[config.mk]
export PLATFORM = sky130hd
export DESIGN_NAME = max_mode_lock_queue_status
export DESIGN_NICKNAME = d
export VERILOG_FILES = /design/src/rtl/mml_pkg.sv /design/src/rtl/lock_ctrl.sv /design/src/rtl/max_mode_lock_queue_status.sv /design/src/rtl/queue_status.sv
export SDC_FILE = /design/constraint.sdc
export NUM_CORES = 1
export LEC_CHECK = 0
export BUFFER_PORTS_ARGS = -buffer_cell sky130_fd_sc_hd__buf_2
export CORE_AREA = 2 2 39 41
export DETAILED_ROUTE_END_ITERATION = 10
export DIE_AREA = 0 0 41 43
export MAX_ROUTING_LAYER = met4
export SLEW_MARGIN = 20
export SYNTH_ARGS = -nofsm -noshare
export SYNTH_HDL_FRONTEND = slang
export SYNTH_HIERARCHICAL = 1
export SYNTH_SLANG_ARGS = --single-unit
[constraint.sdc]
create_clock -name mclk_in -period 1.3 [get_ports mclk_in]
set_input_delay 0.195 -clock mclk_in [delete_from_list [all_inputs] [get_ports mclk_in]]
set_output_delay 0.195 -clock mclk_in [all_outputs]
set_load 0.02 [all_outputs]
[src/rtl/mml_pkg.sv]
// constants for the maximum-mode lock, queue status and idle-bus handover logic
// assumes one 250 MHz clock; bus states and queue events come from the core as pulses
// Contract
// - request on idle bus: release the local bus during the next clock
// - alternatively a memory cycle may start, no later than three clocks after request; code accepts one only in the request clock and never enters H_WAIT
// - if a cycle starts instead, active-cycle release rules apply, timing already met
// - active cycle release: early request, not odd low byte, not first ack, no lock
// - bus-hold output driven low keeps other masters off the system bus
// - lock prefix asserts bus-hold until the following instruction completes
// - during a grant sequence bus-hold floats, reading as logic one
// - large-system mode: bus-hold set in second state of first ack, cleared in second
// - queue status shows in the clock after the queue operation
// - codes: 00 none, 01 first opcode byte, 10 flush, 11 subsequent byte
// - both queue status outputs always driven, never high impedance
package mml_pkg;
  localparam int unsigned CLK_PERIOD_NS  = 4;
  localparam int unsigned IDLE_START_CLK = 3;  // latest memory cycle start after request
  localparam logic [1:0]  QS_NOP         = 2'h0;
  localparam logic [1:0]  QS_FIRST       = 2'h1;
  localparam logic [1:0]  QS_FLUSH       = 2'h2;
  localparam logic [1:0]  QS_NEXT        = 2'h3;
  localparam logic [1:0]  QS_RESET       = 2'h0;
  localparam logic        HOLD_RESET_N   = 1'b1;
endpackage : mml_pkg

[src/rtl/lock_ctrl.sv]
// bus-hold (lock) output control
// assumes bus state strobes from the core sequencer
`timescale 1ns/1ps
module lock_ctrl (
  // clock and reset
  input  wire logic mclk_in,
  input  wire logic rst_in,
  // core events
  input  wire logic lock_prefix_in,
  input  wire logic instr_done_in,
  input  wire logic large_sys_in,
  input  wire logic second_bus_state_in,
  input  wire logic interrupt_ack_cycle_in,
  input  wire logic ack_second_in,
  input  wire logic grant_seq_in,
  // state and pin
  output logic      locked_out,
  output logic      bus_hold_n_out,
  output logic      bus_hold_oe_out
);
  typedef enum logic [1:0] {L_IDLE, L_PREFIX, L_INSTR} lk_t;
  lk_t  lk_ff, nxt_lk;
  logic ack_ff, nxt_ack;

  // prefix lock sequence and interrupt ack lock
  always_comb begin
    nxt_lk  = lk_ff;
    nxt_ack = ack_ff;
    case (lk_ff)
      L_IDLE:   if (lock_prefix_in) nxt_lk = L_PREFIX;
      L_PREFIX: if (instr_done_in) nxt_lk = L_INSTR;          // prefix itself done
      L_INSTR:  if (instr_done_in) nxt_lk = L_IDLE;           // following instr done
      default:  nxt_lk = L_IDLE;
    endcase
    if (large_sys_in && interrupt_ack_cycle_in && second_bus_state_in) begin
      nxt_ack = !ack_second_in;
    end
  end

  always_ff @(posedge mclk_in or posedge rst_in) begin
    if (rst_in) begin
      lk_ff  <= L_IDLE;
      ack_ff <= 1'b0;
    end else begin
      lk_ff  <= nxt_lk;
      ack_ff <= nxt_ack;
    end
  end

  assign locked_out = (lk_ff != L_IDLE) || ack_ff;
  // low holds other masters off; float (pulled one) in grant
  assign bus_hold_n_out  = !locked_out;
  assign bus_hold_oe_out = !grant_seq_in;

  property p_lk_grant;
    @(posedge mclk_in) disable iff (rst_in)
    grant_seq_in |-> !bus_hold_oe_out;
  endproperty
  a_lk_grant: assert property (p_lk_grant) else $error("hold driven in grant");

  property p_lk_prefix;
    @(posedge mclk_in) disable iff (rst_in)
    (lk_ff == L_IDLE && lock_prefix_in) |=> !bus_hold_n_out;
  endproperty
  a_lk_prefix: assert property (p_lk_prefix) else $error("prefix did not lock");

  property p_lk_ack;
    @(posedge mclk_in) disable iff (rst_in)
    (large_sys_in && interrupt_ack_cycle_in && second_bus_state_in && !ack_second_in) |=> !bus_hold_n_out;
  endproperty
  a_lk_ack: assert property (p_lk_ack) else $error("ack lock missing");
endmodule : lock_ctrl

[src/rtl/max_mode_lock_queue_status.sv]
// maximum-mode bus handover, lock and queue status top
// assumes core strobes synchronous to mclk_in; grant request is one pulse
`timescale 1ns/1ps
module max_mode_lock_queue_status (
  // clock and reset
  input  wire logic mclk_in,
  input  wire logic rst_in,
  // handover request and bus status
  input  wire logic bus_req_in,
  input  wire logic bus_idle_in,
  input  wire logic mem_start_in,
  input  wire logic cycle_end_in,
  input  wire logic second_bus_state_in,
  input  wire logic odd_low_byte_in,
  input  wire logic interrupt_ack_cycle_in,
  input  wire logic ack_second_in,
  input  wire logic grant_seq_in,
  // instruction events
  input  wire logic lock_prefix_in,
  input  wire logic instr_done_in,
  input  wire logic large_sys_in,
  // queue events
  input  wire logic q_first_in,
  input  wire logic q_next_in,
  input  wire logic q_flush_in,
  // outputs
  output logic      release_out,
  output logic      start_timeout_out,
  output logic      bus_hold_n_out,
  output logic      bus_hold_oe_out,
  output logic      queue_status_hi_out,
  output logic      queue_status_lo_out
);
  typedef enum logic [1:0] {H_IDLE, H_WAIT, H_ACTIVE} hs_t;
  hs_t        hs_ff, nxt_hs;
  logic [1:0] cnt_ff, nxt_cnt;
  logic       rel_ff, nxt_rel;
  logic       to_ff, nxt_to;
  logic       locked;
  logic [2:0] age_ff, nxt_age;

  lock_ctrl u_lock (
    .mclk_in                (mclk_in),
    .rst_in                 (rst_in),
    .lock_prefix_in         (lock_prefix_in),
    .instr_done_in          (instr_done_in),
    .large_sys_in           (large_sys_in),
    .second_bus_state_in    (second_bus_state_in),
    .interrupt_ack_cycle_in (interrupt_ack_cycle_in),
    .ack_second_in          (ack_second_in),
    .grant_seq_in           (grant_seq_in),
    .locked_out             (locked),
    .bus_hold_n_out         (bus_hold_n_out),
    .bus_hold_oe_out        (bus_hold_oe_out)
  );

  queue_status u_qs (
    .mclk_in             (mclk_in),
    .rst_in              (rst_in),
    .q_first_in          (q_first_in),
    .q_next_in           (q_next_in),
    .q_flush_in          (q_flush_in),
    .queue_status_hi_out (queue_status_hi_out),
    .queue_status_lo_out (queue_status_lo_out)
  );

  // active cycle may release: request timing already met
  function automatic logic may_release(input logic odd_lo, input logic ack1, input logic lk);
    may_release = !odd_lo && !ack1 && !lk;
  endfunction

  // handover sequencer
  always_comb begin
    nxt_hs  = hs_ff;
    nxt_cnt = cnt_ff;
    nxt_rel = 1'b0;
    nxt_to  = 1'b0;
    case (hs_ff)
      H_IDLE: begin
        if (bus_req_in && bus_idle_in) begin
          if (mem_start_in) begin
            nxt_hs = H_ACTIVE;
          end else begin
            nxt_rel = 1'b1;
          end
        end else if (bus_req_in) begin
          nxt_hs  = (second_bus_state_in || !mem_start_in) ? H_ACTIVE : H_IDLE;
          nxt_cnt = 2'h0;
        end
      end
      H_WAIT: begin
        nxt_cnt = cnt_ff + 2'h1;
        if (mem_start_in) nxt_hs = H_ACTIVE;
        else if (cnt_ff == 2'(mml_pkg::IDLE_START_CLK - 1)) begin
          nxt_to = 1'b1;
          nxt_hs = H_IDLE;
        end
      end
      H_ACTIVE: begin
        if (cycle_end_in) begin
          nxt_hs = H_IDLE;
          nxt_rel = may_release(odd_low_byte_in, interrupt_ack_cycle_in && !ack_second_in, locked);
        end
      end
      default: nxt_hs = H_IDLE;
    endcase
  end

  always_ff @(posedge mclk_in or posedge rst_in) begin
    if (rst_in) begin
      hs_ff  <= H_IDLE;
      cnt_ff <= 2'h0;
      rel_ff <= 1'b0;
      to_ff  <= 1'b0;
    end else begin
      hs_ff  <= nxt_hs;
      cnt_ff <= nxt_cnt;
      rel_ff <= nxt_rel;
      to_ff  <= nxt_to;
    end
  end

  assign release_out       = rel_ff;
  assign start_timeout_out = to_ff;

  property p_idle_release;
    @(posedge mclk_in) disable iff (rst_in)
    (hs_ff == H_IDLE && bus_req_in && bus_idle_in && !mem_start_in) |=> release_out;
  endproperty
  a_idle_release: assert property (p_idle_release) else $error("idle release late");

  property p_locked_no_release;
    @(posedge mclk_in) disable iff (rst_in)
    (hs_ff == H_ACTIVE && cycle_end_in && locked) |=> !release_out;
  endproperty
  a_locked_no_release: assert property (p_locked_no_release) else $error("release while locked");

  // clocks spent waiting for a memory cycle, saturating
  always_comb begin
    nxt_age = 3'h0;
    if (hs_ff == H_WAIT) begin
      nxt_age = (age_ff == 3'h7) ? age_ff : age_ff + 3'h1;
    end
  end

  // wait-age register, only tracks the sequencer
  always_ff @(posedge mclk_in or posedge rst_in) begin
    if (rst_in) age_ff <= 3'h0;
    else age_ff <= nxt_age;
  end

  // wait for a memory cycle never outlasts the start window
  property p_wait_age;
    @(posedge mclk_in) disable iff (rst_in)
    age_ff <= 3'(mml_pkg::IDLE_START_CLK);
  endproperty
  a_wait_age: assert property (p_wait_age) else $error("memory start window exceeded");

  // idle release leaves the sequencer idle
  property p_idle_stays;
    @(posedge mclk_in) disable iff (rst_in)
    (hs_ff == H_IDLE && bus_req_in && bus_idle_in && !mem_start_in) |=> (hs_ff == H_IDLE);
  endproperty
  a_idle_stays: assert property (p_idle_stays) else $error("idle release left idle state");

  // memory cycle chosen instead of release moves to active
  property p_idle_mem_active;
    @(posedge mclk_in) disable iff (rst_in)
    (hs_ff == H_IDLE && bus_req_in && bus_idle_in && mem_start_in) |=> (hs_ff == H_ACTIVE);
  endproperty
  a_idle_mem_active: assert property (p_idle_mem_active) else $error("memory cycle not tracked");

  // memory cycle chosen means no immediate release
  property p_idle_mem_no_rel;
    @(posedge mclk_in) disable iff (rst_in)
    (hs_ff == H_IDLE && bus_req_in && bus_idle_in && mem_start_in) |=> !release_out;
  endproperty
  a_idle_mem_no_rel: assert property (p_idle_mem_no_rel) else $error("released during memory cycle");

  // wait ends with a timeout flag when no cycle starts
  property p_wait_timeout;
    @(posedge mclk_in) disable iff (rst_in)
    (hs_ff == H_WAIT && !mem_start_in && cnt_ff == 2'(mml_pkg::IDLE_START_CLK - 1)) |=> start_timeout_out;
  endproperty
  a_wait_timeout: assert property (p_wait_timeout) else $error("start timeout missing");

  // timeout flag is a single pulse
  property p_timeout_pulse;
    @(posedge mclk_in) disable iff (rst_in)
    start_timeout_out |=> !start_timeout_out;
  endproperty
  a_timeout_pulse: assert property (p_timeout_pulse) else $error("timeout longer than one clock");

  // odd low byte refuses release at cycle end
  property p_odd_refused;
    @(posedge mclk_in) disable iff (rst_in)
    (hs_ff == H_ACTIVE && cycle_end_in && odd_low_byte_in) |=> !release_out;
  endproperty
  a_odd_refused: assert property (p_odd_refused) else $error("release on odd low byte");

  // first acknowledge refuses release at cycle end
  property p_ack1_refused;
    @(posedge mclk_in) disable iff (rst_in)
    (hs_ff == H_ACTIVE && cycle_end_in && interrupt_ack_cycle_in && !ack_second_in) |=> !release_out;
  endproperty
  a_ack1_refused: assert property (p_ack1_refused) else $error("release on first acknowledge");

  // all conditions met: release follows cycle end
  property p_active_release;
    @(posedge mclk_in) disable iff (rst_in)
    (hs_ff == H_ACTIVE && cycle_end_in && !odd_low_byte_in && !(interrupt_ack_cycle_in && !ack_second_in)
      && !locked) |=> release_out;
  endproperty
  a_active_release: assert property (p_active_release) else $error("allowed release missing");

  // active cycle holds until its end strobe
  property p_active_holds;
    @(posedge mclk_in) disable iff (rst_in)
    (hs_ff == H_ACTIVE && !cycle_end_in) |=> (hs_ff == H_ACTIVE);
  endproperty
  a_active_holds: assert property (p_active_holds) else $error("active cycle dropped early");

  // cycle end returns the sequencer to idle
  property p_active_exit;
    @(posedge mclk_in) disable iff (rst_in)
    (hs_ff == H_ACTIVE && cycle_end_in) |=> (hs_ff == H_IDLE);
  endproperty
  a_active_exit: assert property (p_active_exit) else $error("active cycle did not end");

  // a release always has a request or cycle end behind it
  property p_release_cause;
    @(posedge mclk_in) disable iff (rst_in)
    release_out |-> $past(bus_req_in || cycle_end_in);
  endproperty
  a_release_cause: assert property (p_release_cause) else $error("release without cause");

  // locked state drives bus-hold low
  property p_hold_low;
    @(posedge mclk_in) disable iff (rst_in)
    locked |-> !bus_hold_n_out;
  endproperty
  a_hold_low: assert property (p_hold_low) else $error("bus-hold high while locked");

  // unlocked state leaves bus-hold high
  property p_hold_high;
    @(posedge mclk_in) disable iff (rst_in)
    !locked |-> bus_hold_n_out;
  endproperty
  a_hold_high: assert property (p_hold_high) else $error("bus-hold low while unlocked");

  // bus-hold driven whenever no grant runs
  property p_hold_driven;
    @(posedge mclk_in) disable iff (rst_in)
    !grant_seq_in |-> bus_hold_oe_out;
  endproperty
  a_hold_driven: assert property (p_hold_driven) else $error("bus-hold floating outside grant");

  // subsequent byte reported with its own code
  property p_qs_next;
    @(posedge mclk_in) disable iff (rst_in)
    (q_next_in && !q_first_in && !q_flush_in) |=> ({queue_status_hi_out, queue_status_lo_out} == mml_pkg::QS_NEXT);
  endproperty
  a_qs_next: assert property (p_qs_next) else $error("subsequent byte not reported");

  // flush wins over a byte taken in the same clock
  property p_qs_flush_wins;
    @(posedge mclk_in) disable iff (rst_in)
    (q_flush_in && (q_first_in || q_next_in)) |=> ({queue_status_hi_out, queue_status_lo_out} == mml_pkg::QS_FLUSH);
  endproperty
  a_qs_flush_wins: assert property (p_qs_flush_wins) else $error("two queue events reported");
endmodule : max_mode_lock_queue_status

[src/rtl/queue_status.sv]
// queue status encoder: one registered code per clock
// assumes core raises at most one queue event strobe per clock, flush taking priority
`timescale 1ns/1ps
module queue_status (
  // clock and reset
  input  wire logic mclk_in,
  input  wire logic rst_in,
  // queue events
  input  wire logic q_first_in,
  input  wire logic q_next_in,
  input  wire logic q_flush_in,
  // status pins
  output logic      queue_status_hi_out,
  output logic      queue_status_lo_out
);
  logic [1:0] code_ff;
  logic [1:0] nxt_code;

  // pick one event, flush first
  always_comb begin
    nxt_code = mml_pkg::QS_NOP;
    if (q_flush_in) nxt_code = mml_pkg::QS_FLUSH;
    else if (q_first_in) nxt_code = mml_pkg::QS_FIRST;
    else if (q_next_in) nxt_code = mml_pkg::QS_NEXT;
  end

  // code shows in clock after the event
  always_ff @(posedge mclk_in or posedge rst_in) begin
    if (rst_in) code_ff <= mml_pkg::QS_RESET;
    else code_ff <= nxt_code;
  end

  // always driven, no enable exists
  assign queue_status_hi_out = code_ff[1];
  assign queue_status_lo_out = code_ff[0];

  property p_qs_flush;
    @(posedge mclk_in) disable iff (rst_in)
    q_flush_in |=> (code_ff == mml_pkg::QS_FLUSH);
  endproperty
  a_qs_flush: assert property (p_qs_flush) else $error("flush not reported");

  property p_qs_first;
    @(posedge mclk_in) disable iff (rst_in)
    (q_first_in && !q_flush_in) |=> (code_ff == mml_pkg::QS_FIRST);
  endproperty
  a_qs_first: assert property (p_qs_first) else $error("first byte not reported");

  property p_qs_idle;
    @(posedge mclk_in) disable iff (rst_in)
    !(q_first_in || q_next_in || q_flush_in) |=> (code_ff == mml_pkg::QS_NOP);
  endproperty
  a_qs_idle: assert property (p_qs_idle) else $error("status without event");
endmodule : queue_status

Yosys cells after proc, flatten, opt, wreduce, memory -nomap -nowiden:

Cells that the tools add are included.
W data, S select, Z words.

* bits in registers: 11
* bits in latches: 0
* memory bits (writable): 0
* bits in read-only memories: 0
* bits of input ports: 17
* output and inout port bits: 6
* logic and storage cells: 68
* memories kept: 0

* $add $sub $neg: 1
* multiply operators: 0
* div/mod/pow operators: 0
* magnitude comparators: 0
* equality and inequality tests: 14
* shifts and indexed selects: 0
* multiplexer cells: 25
* bitwise operators: 0
* reduce and logical (&&, ||, !) cells: 21

Operator list (number)
* $mux W2: 15
* $ne A2 B2 Y1 const B: 6
* $pmux W2 S3: 2
* $ne A3 B3 Y1 const B: 3
* $eq A2 B2 Y1 const B: 3
* $logic_and A1 B1 Y1: 6
* $logic_not A1 Y1: 6
* $mux W1: 6
* $reduce_and A3 Y1: 2
* $eq A2 B1 Y1 const B: 2
* $logic_not A2 Y1: 2
* $pmux W2 S2: 1
* $reduce_and A4 Y1: 1
* $reduce_bool A2 Y1: 2
* $add A2 B1 Y2 const B: 1
* $logic_or A1 B1 Y1: 2
* $pmux W1 S2: 1

Logic depth before layout (Yosys ltp):

Gate-level depths: netlist of the first run.

* depth after elaboration: 7
* depth in mapped cells: 3
* mapped depth without buffers: 3

By module:

The synthesis of the first run kept the hierarchy.

By module, submodules not included
* lock_ctrl: instances 1, cells each 15, area an instance 146.4 um^2, sequential area each 75.1 um^2
* max_mode_lock_queue_status: instances 1, cells each 13, area an instance 141.4 um^2, sequential area each 50.0 um^2
* queue_status: instances 1, cells each 7, area an instance 72.6 um^2, sequential area each 50.0 um^2

Worst setup path after synthesis of the first run:

Ideal clock, no wire load.

* kind: reg2reg
* start point: reg u_lock.lk_ff[1]
* end point: reg rel_ff, in the netlist release_out
* setup time: 67 ps
* arrival: 1116 ps
* data required time: 1233 ps
* slack: 117 ps
* stages on the path, launching flop included: 4
* path buffers: 0
* clock period less this slack: 1183 ps
* cells stage by stage: dfrtp_1 or3_4 and4bb_1 a32o_1

* longest elaborated chain between the ends: 6

Ends and longest elaborated chain
* start, declared: line lock_ctrl.sv:22 `lk_t lk_ff, nxt_lk;`
* start signal, assigned: line lock_ctrl.sv:45 `lk_ff <= nxt_lk;`
* $reduce_bool A2 Y1: line lock_ctrl.sv:50 `assign locked_out = (lk_ff != L_IDLE) || ack_ff;`
* $logic_or A1 B1 Y1: line lock_ctrl.sv:50
* named net locked: line max_mode_lock_queue_status.sv:39 `logic locked;`
* $logic_not A1 Y1: line max_mode_lock_queue_status.sv:69 `may_release = !odd_lo && !ack1 && !lk;`
* $logic_and A1 B1 Y1: line max_mode_lock_queue_status.sv:69
* $mux W1: line max_mode_lock_queue_status.sv:100 `if (cycle_end_in) begin`
* $pmux W1 S2: line max_mode_lock_queue_status.sv:78 `case (hs_ff)`
* named net nxt_rel: line max_mode_lock_queue_status.sv:37 `logic rel_ff, nxt_rel;`
* end signal, assigned: line max_mode_lock_queue_status.sv:118 `rel_ff <= nxt_rel;`
* end, declared: line max_mode_lock_queue_status.sv:37

The timed path passes the listed nets, and every way through them passes these cells.
A chain may end at the register's enable or synchronous reset.

Final worst setup path of the first run:

* start point: reg u_lock.lk_ff[1]
* end point: out bus_hold_n_out

* longest elaborated chain between the ends: 3

Ends and longest elaborated chain
* $reduce_bool A2 Y1: line lock_ctrl.sv:50
* $logic_or A1 B1 Y1: line lock_ctrl.sv:50
* named net locked: line max_mode_lock_queue_status.sv:39
* $logic_not A1 Y1: line lock_ctrl.sv:52 `assign bus_hold_n_out = !locked_out;`
* end, declared: line max_mode_lock_queue_status.sv:29 `output logic bus_hold_n_out,`

The timed path passes the listed nets, and every way through them passes these cells.

==> results of run 1 <==
==> routing by layer <==
layer,vias up,GRT usage
li1,171,-
met1,153,0.109
met2,21,0.163
met3,2,0.0681
met4,0,0.0600
met5,-,-
==> sequential cells by signal, summed over array words and instances (netlist names) <==
| name | cells |
|---|---|
| hs_ff | 1 |
| release_out | 1 |
| u_lock/ack_ff | 1 |
| u_lock/lk_ff | 2 |
| u_qs/code_ff | 2 |
==> critical path, stage by stage, from the launching register on <==
cell and delay (ps):
dfrtp_1 380, or3_4 390, inv_2 60, buf_6 100
==> cell families after synthesis <==
logic type / synth area share
and+or+nand+nor: 0.243
buffers and inverters: 0.0937
AOI/OAI and AO/OA: 0.167
DFF: 0.486
other: 0.0104
==> timing repair <==
item / CTS / global route
resized for setup: 2 / 0
buffers inserted: 1 / 2
setup endpoints to repair: 1 / 1
endpoints found under the hold margin: 7 / 0
hold buffers: 1 / 0
==> where the power goes <==
group,switching [mW],internal [mW],total (mW)
registers,0.0298,0.262,0.292
logic,0.116,0.159,0.274
clock network,0.0844,0.113,0.197
total,0.230,0.534,0.764
==> metrics by stage <==
stage	utilization	cells	area, µm²	setup slack, ps	TNS, ps
after CTS	0.382	77	529	-83.7	-83.7
final	0.393	79	544	-81.6	-81.6
after global routing	0.393	79	544	-123	-123
after global placement	0.345	71	478	103	0
after detailed placement	0.345	71	478	74.1	0
after floorplan	-	35	360	117	0
==> final cells by class <==
cell class,instances,area share
inverters,7,0.0483
clock buffers,3,0.0414
multi-input cells,20,0.278
clock inverters,1,0.00920
repair buffers,25,0.264
flip-flops and latches,7,0.322
well taps,16,0.0368
==> Yosys cell counts (2+ instances only) <==
master	n
inv_1	6
nor2_1	2
nand2b_1	5
dfrtp_1	7
==> worst max-delay path by stage <==
stage	from	to	depth (start not counted)	slack, ps
after global placement	u_lock/lk_ff[1]$_DFFE_PP0P_	release_out$_DFF_PP0_	3	100
after floorplan	u_lock/lk_ff[1]$_DFFE_PP0P_	release_out$_DFF_PP0_	3	120
final	u_lock/lk_ff[1]$_DFFE_PP0P_	bus_hold_n_out	3	-80
after detailed placement	u_lock/lk_ff[1]$_DFFE_PP0P_	release_out$_DFF_PP0_	3	70
after CTS	u_lock/lk_ff[1]$_DFFE_PP0P_	bus_hold_n_out	3	-80
after global routing	u_lock/lk_ff[1]$_DFFE_PP0P_	bus_hold_n_out	3	-120
==> results_dict.tcl, run 1 <==
set metrics [dict create \
    cts.clk_slew.worst_paths_ps 60 \
    end_kind "output pin" \
    met3_length_um 111 \
    highest_layer "met4" \
    crit_type "register to output pin" \
    fillCellCount 154 \
    post_drt_wl_per_cell_um 10.5 \
    finalCriticalPeriod_ps 1380 \
    antenna_found_initial 0 \
    min_to "u_qs/code_ff[0]$_DFF_PP0_" \
    drc 0 \
    synth_edf_count 0 \
    max_freq_mhz 724 \
    syn-num-nets 52 \
    most-common-layout-cells "buf_2, dfrtp_1, inv_1" \
    syn_area_um2 360 \
    rr_worst_depth 3 \
    hold_start "q_flush_in" \
    ctsRootBufferMaster "clkbuf_4" \
    grt_pass1_vias 297 \
    p_leak_nw 0.299 \
    io_buffers 21 \
    yosys_register_bits 7 \
    r2r_start "u_lock/lk_ff[1]$_DFFE_PP0P_" \
    drive_gt1_frac 0.524 \
    finalHoldWorstSlack_ps 104 \
    required_ps 1110 \
    hold_path.class "input port to register" \
    setup_viol 1 \
    violations "setup timing" \
    fin_crit_sh 1.06 \
    grt.total_usage 0.111 \
    route.met2.wl_um 386 \
    slew_violations 0 \
    cts_tree "done" \
    yosysUniqueCellTypes 19 \
    first_iter_violations 4 \
    viasPerCell 4.39 \
    min_path_cells 2 \
    row_count 14 \
    ys_top_cells_by_area "dfrtp_1, nand2b_1, inv_1" \
    routedLengthMet1_um 329 \
    final-hold-violation-count 0 \
    layout.nets 81 \
    die_w_um 41 \
    area_growth_syn_to_layout_pct 51.0 \
    core_area_um2 1380 \
    cts_sinks 7 \
    seq_area_frac_synth 0.486 \
    cp_max_fo 2 \
    cts_buffers 3 \
    ys_async_sr_fraction 1.00 \
    wl_um 832 \
    initial_core_util 0.260 \
    syn_inst 35 \
    synth_area_per_cell_um2 10.3 \
    post-dp-hpwl_um 653 \
    max_cap_viol_count 0 \
    gp_congestion 0.727 \
    skew_ps 4.33 \
    arrival_ps 1190 \
    total_power_mw 0.764 \
    grt-ovfl-total 0 \
    pin_count 23 \
    layout_commonest_cell "buf_2" \
    cts_buffer_depth 2 \
    layout_setup_ws_ps -81.6 \
    power_density_nw_per_um2 1400 \
    yosys_warnings 6 \
    grt_max_degree 6 \
    antenna_cells 0 \
    multiInputGateArea_um2 151 \
    drt-pass1-iter-count 2 \
    cp-start-kind "register" \
    reg2reg_to "release_out$_DFF_PP0_" \
    dominantRegCellSynth "dfrtp_1" \
    vdd_drop_max_mv 0.822 \
    postRouteAntennaNets 0 \
    rsz0062_at_grt "true" \
    grt_first_pass_wirelength_um 1170 \
    rrSetupSlack_ps 80 \
    yosysTopAreaCell "dfrtp_1" \
    die_h_um 43 \
    die-area_um2 1760 \
    outcome "finished, violations left" \
    seq_area_um2 175 \
    yosysTopAreaCellShare 0.486 \
    vias 347 \
    ctsHtreeMaxLevel 1 \
    insertion_delay_ps 250 \
]
No activity file was read; power rests on OpenSTA's default activity.
==> run 2: changes to the inputs <==
ABC_AREA = 1   (was default)
==> run 2 against run 1 <==
  * Critical path depth increased by 1
  * Non-clock buffer count decreased by 3
  * Synthesized cell count increased by 51%
  * Core utilization decreased by 0.99 points
  * Clock skew decreased by 3.3 ps
  * Power increased by 0.91%
  * Area after synthesis increased by 4.5%
  * Die area unchanged
  * Hold slack improved by 28 ps
  * Wire length decreased by 7.7%
  * Final cell count increased by 19%
  * The flow now finishes without violations
==> results_dict.tcl, run 2 <==
set metrics [dict create \
    wl_um 768 \
    first_iter_violations 0 \
    ys_top_cells_by_area "dfrtp_1, nand2_1, inv_1" \
    setup_viol 0 \
    place_area_um2 494 \
    vdd_drop_max_mv 0.738 \
    gp_congestion 0.729 \
    finalCriticalPeriod_ps 1220 \
    dominantRegCellSynth "dfrtp_1" \
    arrival_ps 1030 \
    viasPerCell 4.02 \
    area_growth_syn_to_layout_pct 40.9 \
    drt-pass1-iter-count 1 \
    cts-resized-gates 0 \
    grt.total_usage 0.105 \
    yosys_register_bits 7 \
    post-dp-hpwl_um 659 \
    rsz0062_at_grt "false" \
    cts_sinks 7 \
    cts_buffers 3 \
    cts_tree "done" \
    cts_buffer_depth 2 \
    most-common-layout-cells "buf_2, nand2_1, inv_1" \
    final_cells 94 \
    syn_area_um2 377 \
    finalHoldWorstSlack_ps 133 \
    post_drt_wl_per_cell_um 8.17 \
    hold_path.class "input port to register" \
    cts.clk_slew.worst_paths_ps 50 \
    layout_setup_ws_ps 77.9 \
    synth_common_cells "nand2_1, inv_1, dfrtp_1" \
    core_area_um2 1380 \
    antenna_found_initial 0 \
    outcome "completed" \
    ys_async_sr_fraction 1.00 \
    die-area_um2 1760 \
    grt_max_degree 5 \
    finish.utilization 0.383 \
    required_ps 1110 \
    grt_first_pass_wirelength_um 1220 \
    final-hold-violation-count 0 \
    grt-ovfl-total 0 \
    skew_ps 1.00 \
    p_leak_nw 0.334 \
    yosysUniqueCellTypes 14 \
    synth_edf_count 0 \
    io_buffers 21 \
    insertion_delay_ps 240 \
    dp_slack_ps 331 \
    die_w_um 41 \
    largestRegisters "u_lock/lk_ff: 2 flops, u_qs/code_ff: 2 flops" \
    power_density_nw_per_um2 1450 \
    postRouteAntennaNets 0 \
    max_cap_viol_count 0 \
    vias 378 \
    total_power_mw 0.771 \
    end_kind "output pin" \
    path_cells "inv_2, nand2_2, nor2_4, buf_2" \
    syn-num-nets 70 \
    yosys_warnings 6 \
    drive_gt1_frac 0.385 \
    slew_violations 0 \
    grt_pass1_vias 350 \
    cp_slowest_stage_delay_ps 400 \
    cp_max_fo 4 \
    ctsRootBufferMaster "clkbuf_4" \
    dp_cells 89 \
    yosysTopAreaCellShare 0.465 \
    fin_crit_sh 0.940 \
    fin_setup_tns_ps 0 \
    slowest_stage "dfrtp_1" \
    drc 0 \
    layout_commonest_cell "buf_2" \
    initial_core_util 0.272 \
    pin_count 23 \
    ctsHtreeMaxLevel 1 \
    synth_area_per_cell_um2 7.11 \
    seq_area_frac_synth 0.465 \
    cp-start-kind "register" \
    syn_inst 53 \
    max_freq_mhz 818 \
    row_count 14 \
    yosysTopAreaCell "dfrtp_1" \
    layout.nets 96 \
    die_h_um 43 \
    crit_type "register to output pin" \
    synth_most_common_cell "nand2_1" \
    antenna_cells 0 \
    fin_area_um2 531 \
]
## run 2: cell families after synthesis
logic type | count (synthesis) | share of synthesized area
simple gates | 27 | 0.316
flops | 7 | 0.465
compound gates | 3 | 0.0498
other cells | 1 | 0.00996
buf+inv | 15 | 0.159
## run 2: cell type report
| class | instances | area (µm²) |
|---|---|---|
| fill | 148 | 853 |
| sequential | 7 | 175 |
| multi-input combinational | 31 | 141 |
| timing repair buffer | 22 | 115 |
| inverter | 14 | 52.6 |
| clock buffer | 4 | 26.3 |
| tap | 16 | 20.0 |
## run 2: per-layer routing
| layer | wire length, µm | vias up | global-route usage | share of wire |
|---|---|---|---|---|
| met5 | 0 | - | - | 0 |
| met2 | 416 | 13 | 0.169 | 0.54 |
| met4 | 0 | 0 | 0 | 0 |
| li1 | - | 203 | - | - |
| met3 | 46 | 0 | 0.0628 | 0.060 |
| met1 | 305 | 162 | 0.116 | 0.40 |
## run 2: report_power, final
part	internal, mW	total, mW	switching (mW)
Sequential	0.266	0.310	0.0436
Clock	0.117	0.190	0.0735
Combinational	0.108	0.270	0.162
## run 2: path summary, 6_finish.rpt
kind                                             startpoint                          end  slack (ps)  depth (start not counted)
worst min-delay path                             q_flush_in    u_qs/code_ff[0]$_DFF_PP0_         130                          2
max in group asynchronous                            rst_in  u_lock/lk_ff[0]$_DFFE_PP0P_         780                          3
worst min register to register    u_lock/ack_ff$_DFFE_PP0P_    u_lock/ack_ff$_DFFE_PP0P_         550                          2
min in group asynchronous                            rst_in    u_qs/code_ff[1]$_DFF_PP0_         380                          3
worst max register to register  u_lock/lk_ff[0]$_DFFE_PP0P_        release_out$_DFF_PP0_         350                          7
worst max-delay path            u_lock/lk_ff[0]$_DFFE_PP0P_               bus_hold_n_out          80                          4
## run 2: repair_timing
| item | 4_1_cts | 5_1_grt |
|---|---|---|
| endpoints found under the hold margin | 7 | 0 |
| hold buffers | 1 | 0 |
| buffers inserted | 0 | 0 |
## run 2: worst max-delay path: cells and delay by family, from the launching register on
family | cells | cell delay (ps)
flip-flops | 1 | 400
buffers and inverters | 2 | 240
AND/OR/NAND/NOR | 2 | 140
==> run 3: changes to the inputs <==
ABC_AREA = 0   (was 1)
clock period = 1.1 ns   (was 1.3 ns; I/O delays follow)
==> run 3 against run 2 <==
  * The run now ends with setup timing left
  * Sequential share of layout area is 0.38 points lower
  * Register-to-register slack got worse by 440 ps
  * Global-route usage is 0.22 points lower
  * Sequential cell count unchanged
  * Cell area rose by 1.2%
  * Critical endpoint unchanged
  * Largest power group unchanged
==> results_dict.tcl, run 3 (same netlist as run 1, synthesis figures left out) <==
set metrics [dict create \
    layout_commonest_cell "buf_2" \
    min_path_cells 2 \
    cts_buffer_depth 2 \
    grt-ovfl-total 0 \
    grt.total_usage 0.103 \
    end_kind "output pin" \
    r2r_start "u_lock/ack_ff$_DFFE_PP0P_" \
    cts_sinks 7 \
    multiInputGateArea_um2 151 \
    vdd_drop_max_mv 0.680 \
    pin_count 23 \
    crit_type "register to output pin" \
    largestRegisters "u_lock/lk_ff: 2 flops, u_qs/code_ff: 2 flops" \
    die-area_um2 1760 \
    most-common-layout-cells "buf_2, dfrtp_1, inv_1" \
    insertion_delay_ps 250 \
    gp_congestion 0.664 \
    max_freq_mhz 747 \
    arrival_ps 1170 \
    hold_path.class "input port to register" \
    grt_max_degree 6 \
    reg2reg_to "release_out$_DFF_PP0_" \
    drive_gt1_frac 0.516 \
    switching_share 0.291 \
    fillCellCount 144 \
    hold_start "q_flush_in" \
    ctsRootBufferMaster "clkbuf_4" \
    ctsHtreeMaxLevel 1 \
    intPower_mw 0.612 \
    final-hold-violation-count 0 \
    required_ps 940 \
    area_growth_syn_to_layout_pct 49.0 \
    p_sw_mw 0.252 \
    io_buffers 21 \
    fin_setup_tns_ps -329 \
    rsz0062_at_grt "true" \
    grt_first_pass_wirelength_um 1140 \
    fin_crit_sh 1.22 \
    min_to "u_qs/code_ff[0]$_DFF_PP0_" \
    cts_tree "done" \
    power.share.clock 0.264 \
    cp_max_fo 2 \
    cp-start-kind "register" \
    cts_buffers 3 \
    power_density_nw_per_um2 1610 \
    first_iter_violations 0 \
    vias 334 \
    rrSetupSlack_ps -90 \
    seq_area_um2 175 \
    fin_area_um2 537 \
    initial_core_util 0.260 \
    max_cap_viol_count 0 \
    p_leak_nw 0.294 \
    setup_viol 2 \
    place_area_um2 493 \
    die_h_um 43 \
    violations "setup timing" \
    core_area_um2 1380 \
    finalHoldWorstSlack_ps 80.1 \
    layout_setup_ws_ps -239 \
    row_count 14 \
    post_drt_wl_per_cell_um 8.73 \
    grt_pass1_vias 316 \
    drc 0 \
    comb_power_share 0.351 \
    drt-pass1-iter-count 1 \
    die_w_um 41 \
    rr_worst_depth 3 \
    antenna_cells 0 \
    slew_violations 0 \
    viasPerCell 4.28 \
    total_power_mw 0.863 \
    postRouteAntennaNets 0 \
    wl_um 681 \
    post-dp-hpwl_um 597 \
    cts.clk_slew.worst_paths_ps 50 \
    p_seq_frac 0.386 \
    antenna_found_initial 0 \
    finalCriticalPeriod_ps 1340 \
    skew_ps 0.255 \
    dp_slack_ps -106 \
    layout.nets 80 \
    outcome "finished, violations left" \
]
run 3: changes by cell type in the layout (fill, tap and decap cells not counted), moves of 2 or more:
cell and delta:
inv_2 -2, nor2_1 -4, inv_1 -5, buf_4 +2
nand2_1 -14, nand3_1 -2, nand4_1 -2, nand2b_1 +5
run 3: worst max-delay path by stage:
stage	from	end	slack [ps]	cells after the start
2_1_floorplan	u_lock/lk_ff[1]$_DFFE_PP0P_	release_out$_DFF_PP0_	-80	3
3_3_place_gp	u_lock/ack_ff$_DFFE_PP0P_	release_out$_DFF_PP0_	-90	3
3_5_place_dp	u_lock/ack_ff$_DFFE_PP0P_	release_out$_DFF_PP0_	-110	3
4_1_cts	u_lock/lk_ff[0]$_DFFE_PP0P_	bus_hold_n_out	-250	3
5_1_grt	u_lock/ack_ff$_DFFE_PP0P_	bus_hold_n_out	-300	3
6_report	u_lock/ack_ff$_DFFE_PP0P_	bus_hold_n_out	-240	3
run 3: timing repair:
item | in CTS | in global routing
resized for setup | 2 | 0
endpoints found under the setup margin | 2 | 2
setup buffers | 0 | 0
hold buffers | 1 | 0
endpoints found under the hold margin | 7 | 0
pin swaps | 1 | 2
run 3: critical path, cell delays in order, from the launching register on:
cell and delay [ps]:
dfrtp_1 370, or3_4 390, inv_2 60, buf_6 100
run 3: routing by layer:
metal / wire (µm) / GRT usage / up-vias
met5: 0 / - / -
met4: 0 / 0.0800 / 0
met3: 107 / 0.0524 / 0
met2: 294 / 0.147 / 20
met1: 279 / 0.0987 / 144
li1: - / - / 170
run 3: cell type report:
cell class | count | area share
Multi-Input combinational cell | 20 | 0.282
Inverter | 7 | 0.0490
Timing Repair Buffer | 24 | 0.254
Tap cell | 16 | 0.0373
Sequential cell | 7 | 0.326
Clock inverter | 1 | 0.00932
Clock buffer | 3 | 0.0420
run 3: power by group through the flow:
| stage | combinational, mW | sequential, mW | clock [mW] |
|---|---|---|---|
| after floorplan | 0.141 | 0.358 | 0 |
| after global placement | 0.282 | 0.338 | 0 |
| after global routing | 0.336 | 0.344 | 0.274 |
| after detailed placement | 0.283 | 0.338 | 0 |
| after CTS | 0.305 | 0.334 | 0.240 |
| final | 0.303 | 0.333 | 0.228 |
run 3: through the flow:
stage,std cells,utilization
after floorplan,35,-
after global placement,73,0.356
after detailed placement,73,0.356
after CTS,78,0.388
after global routing,78,0.388
final,78,0.388
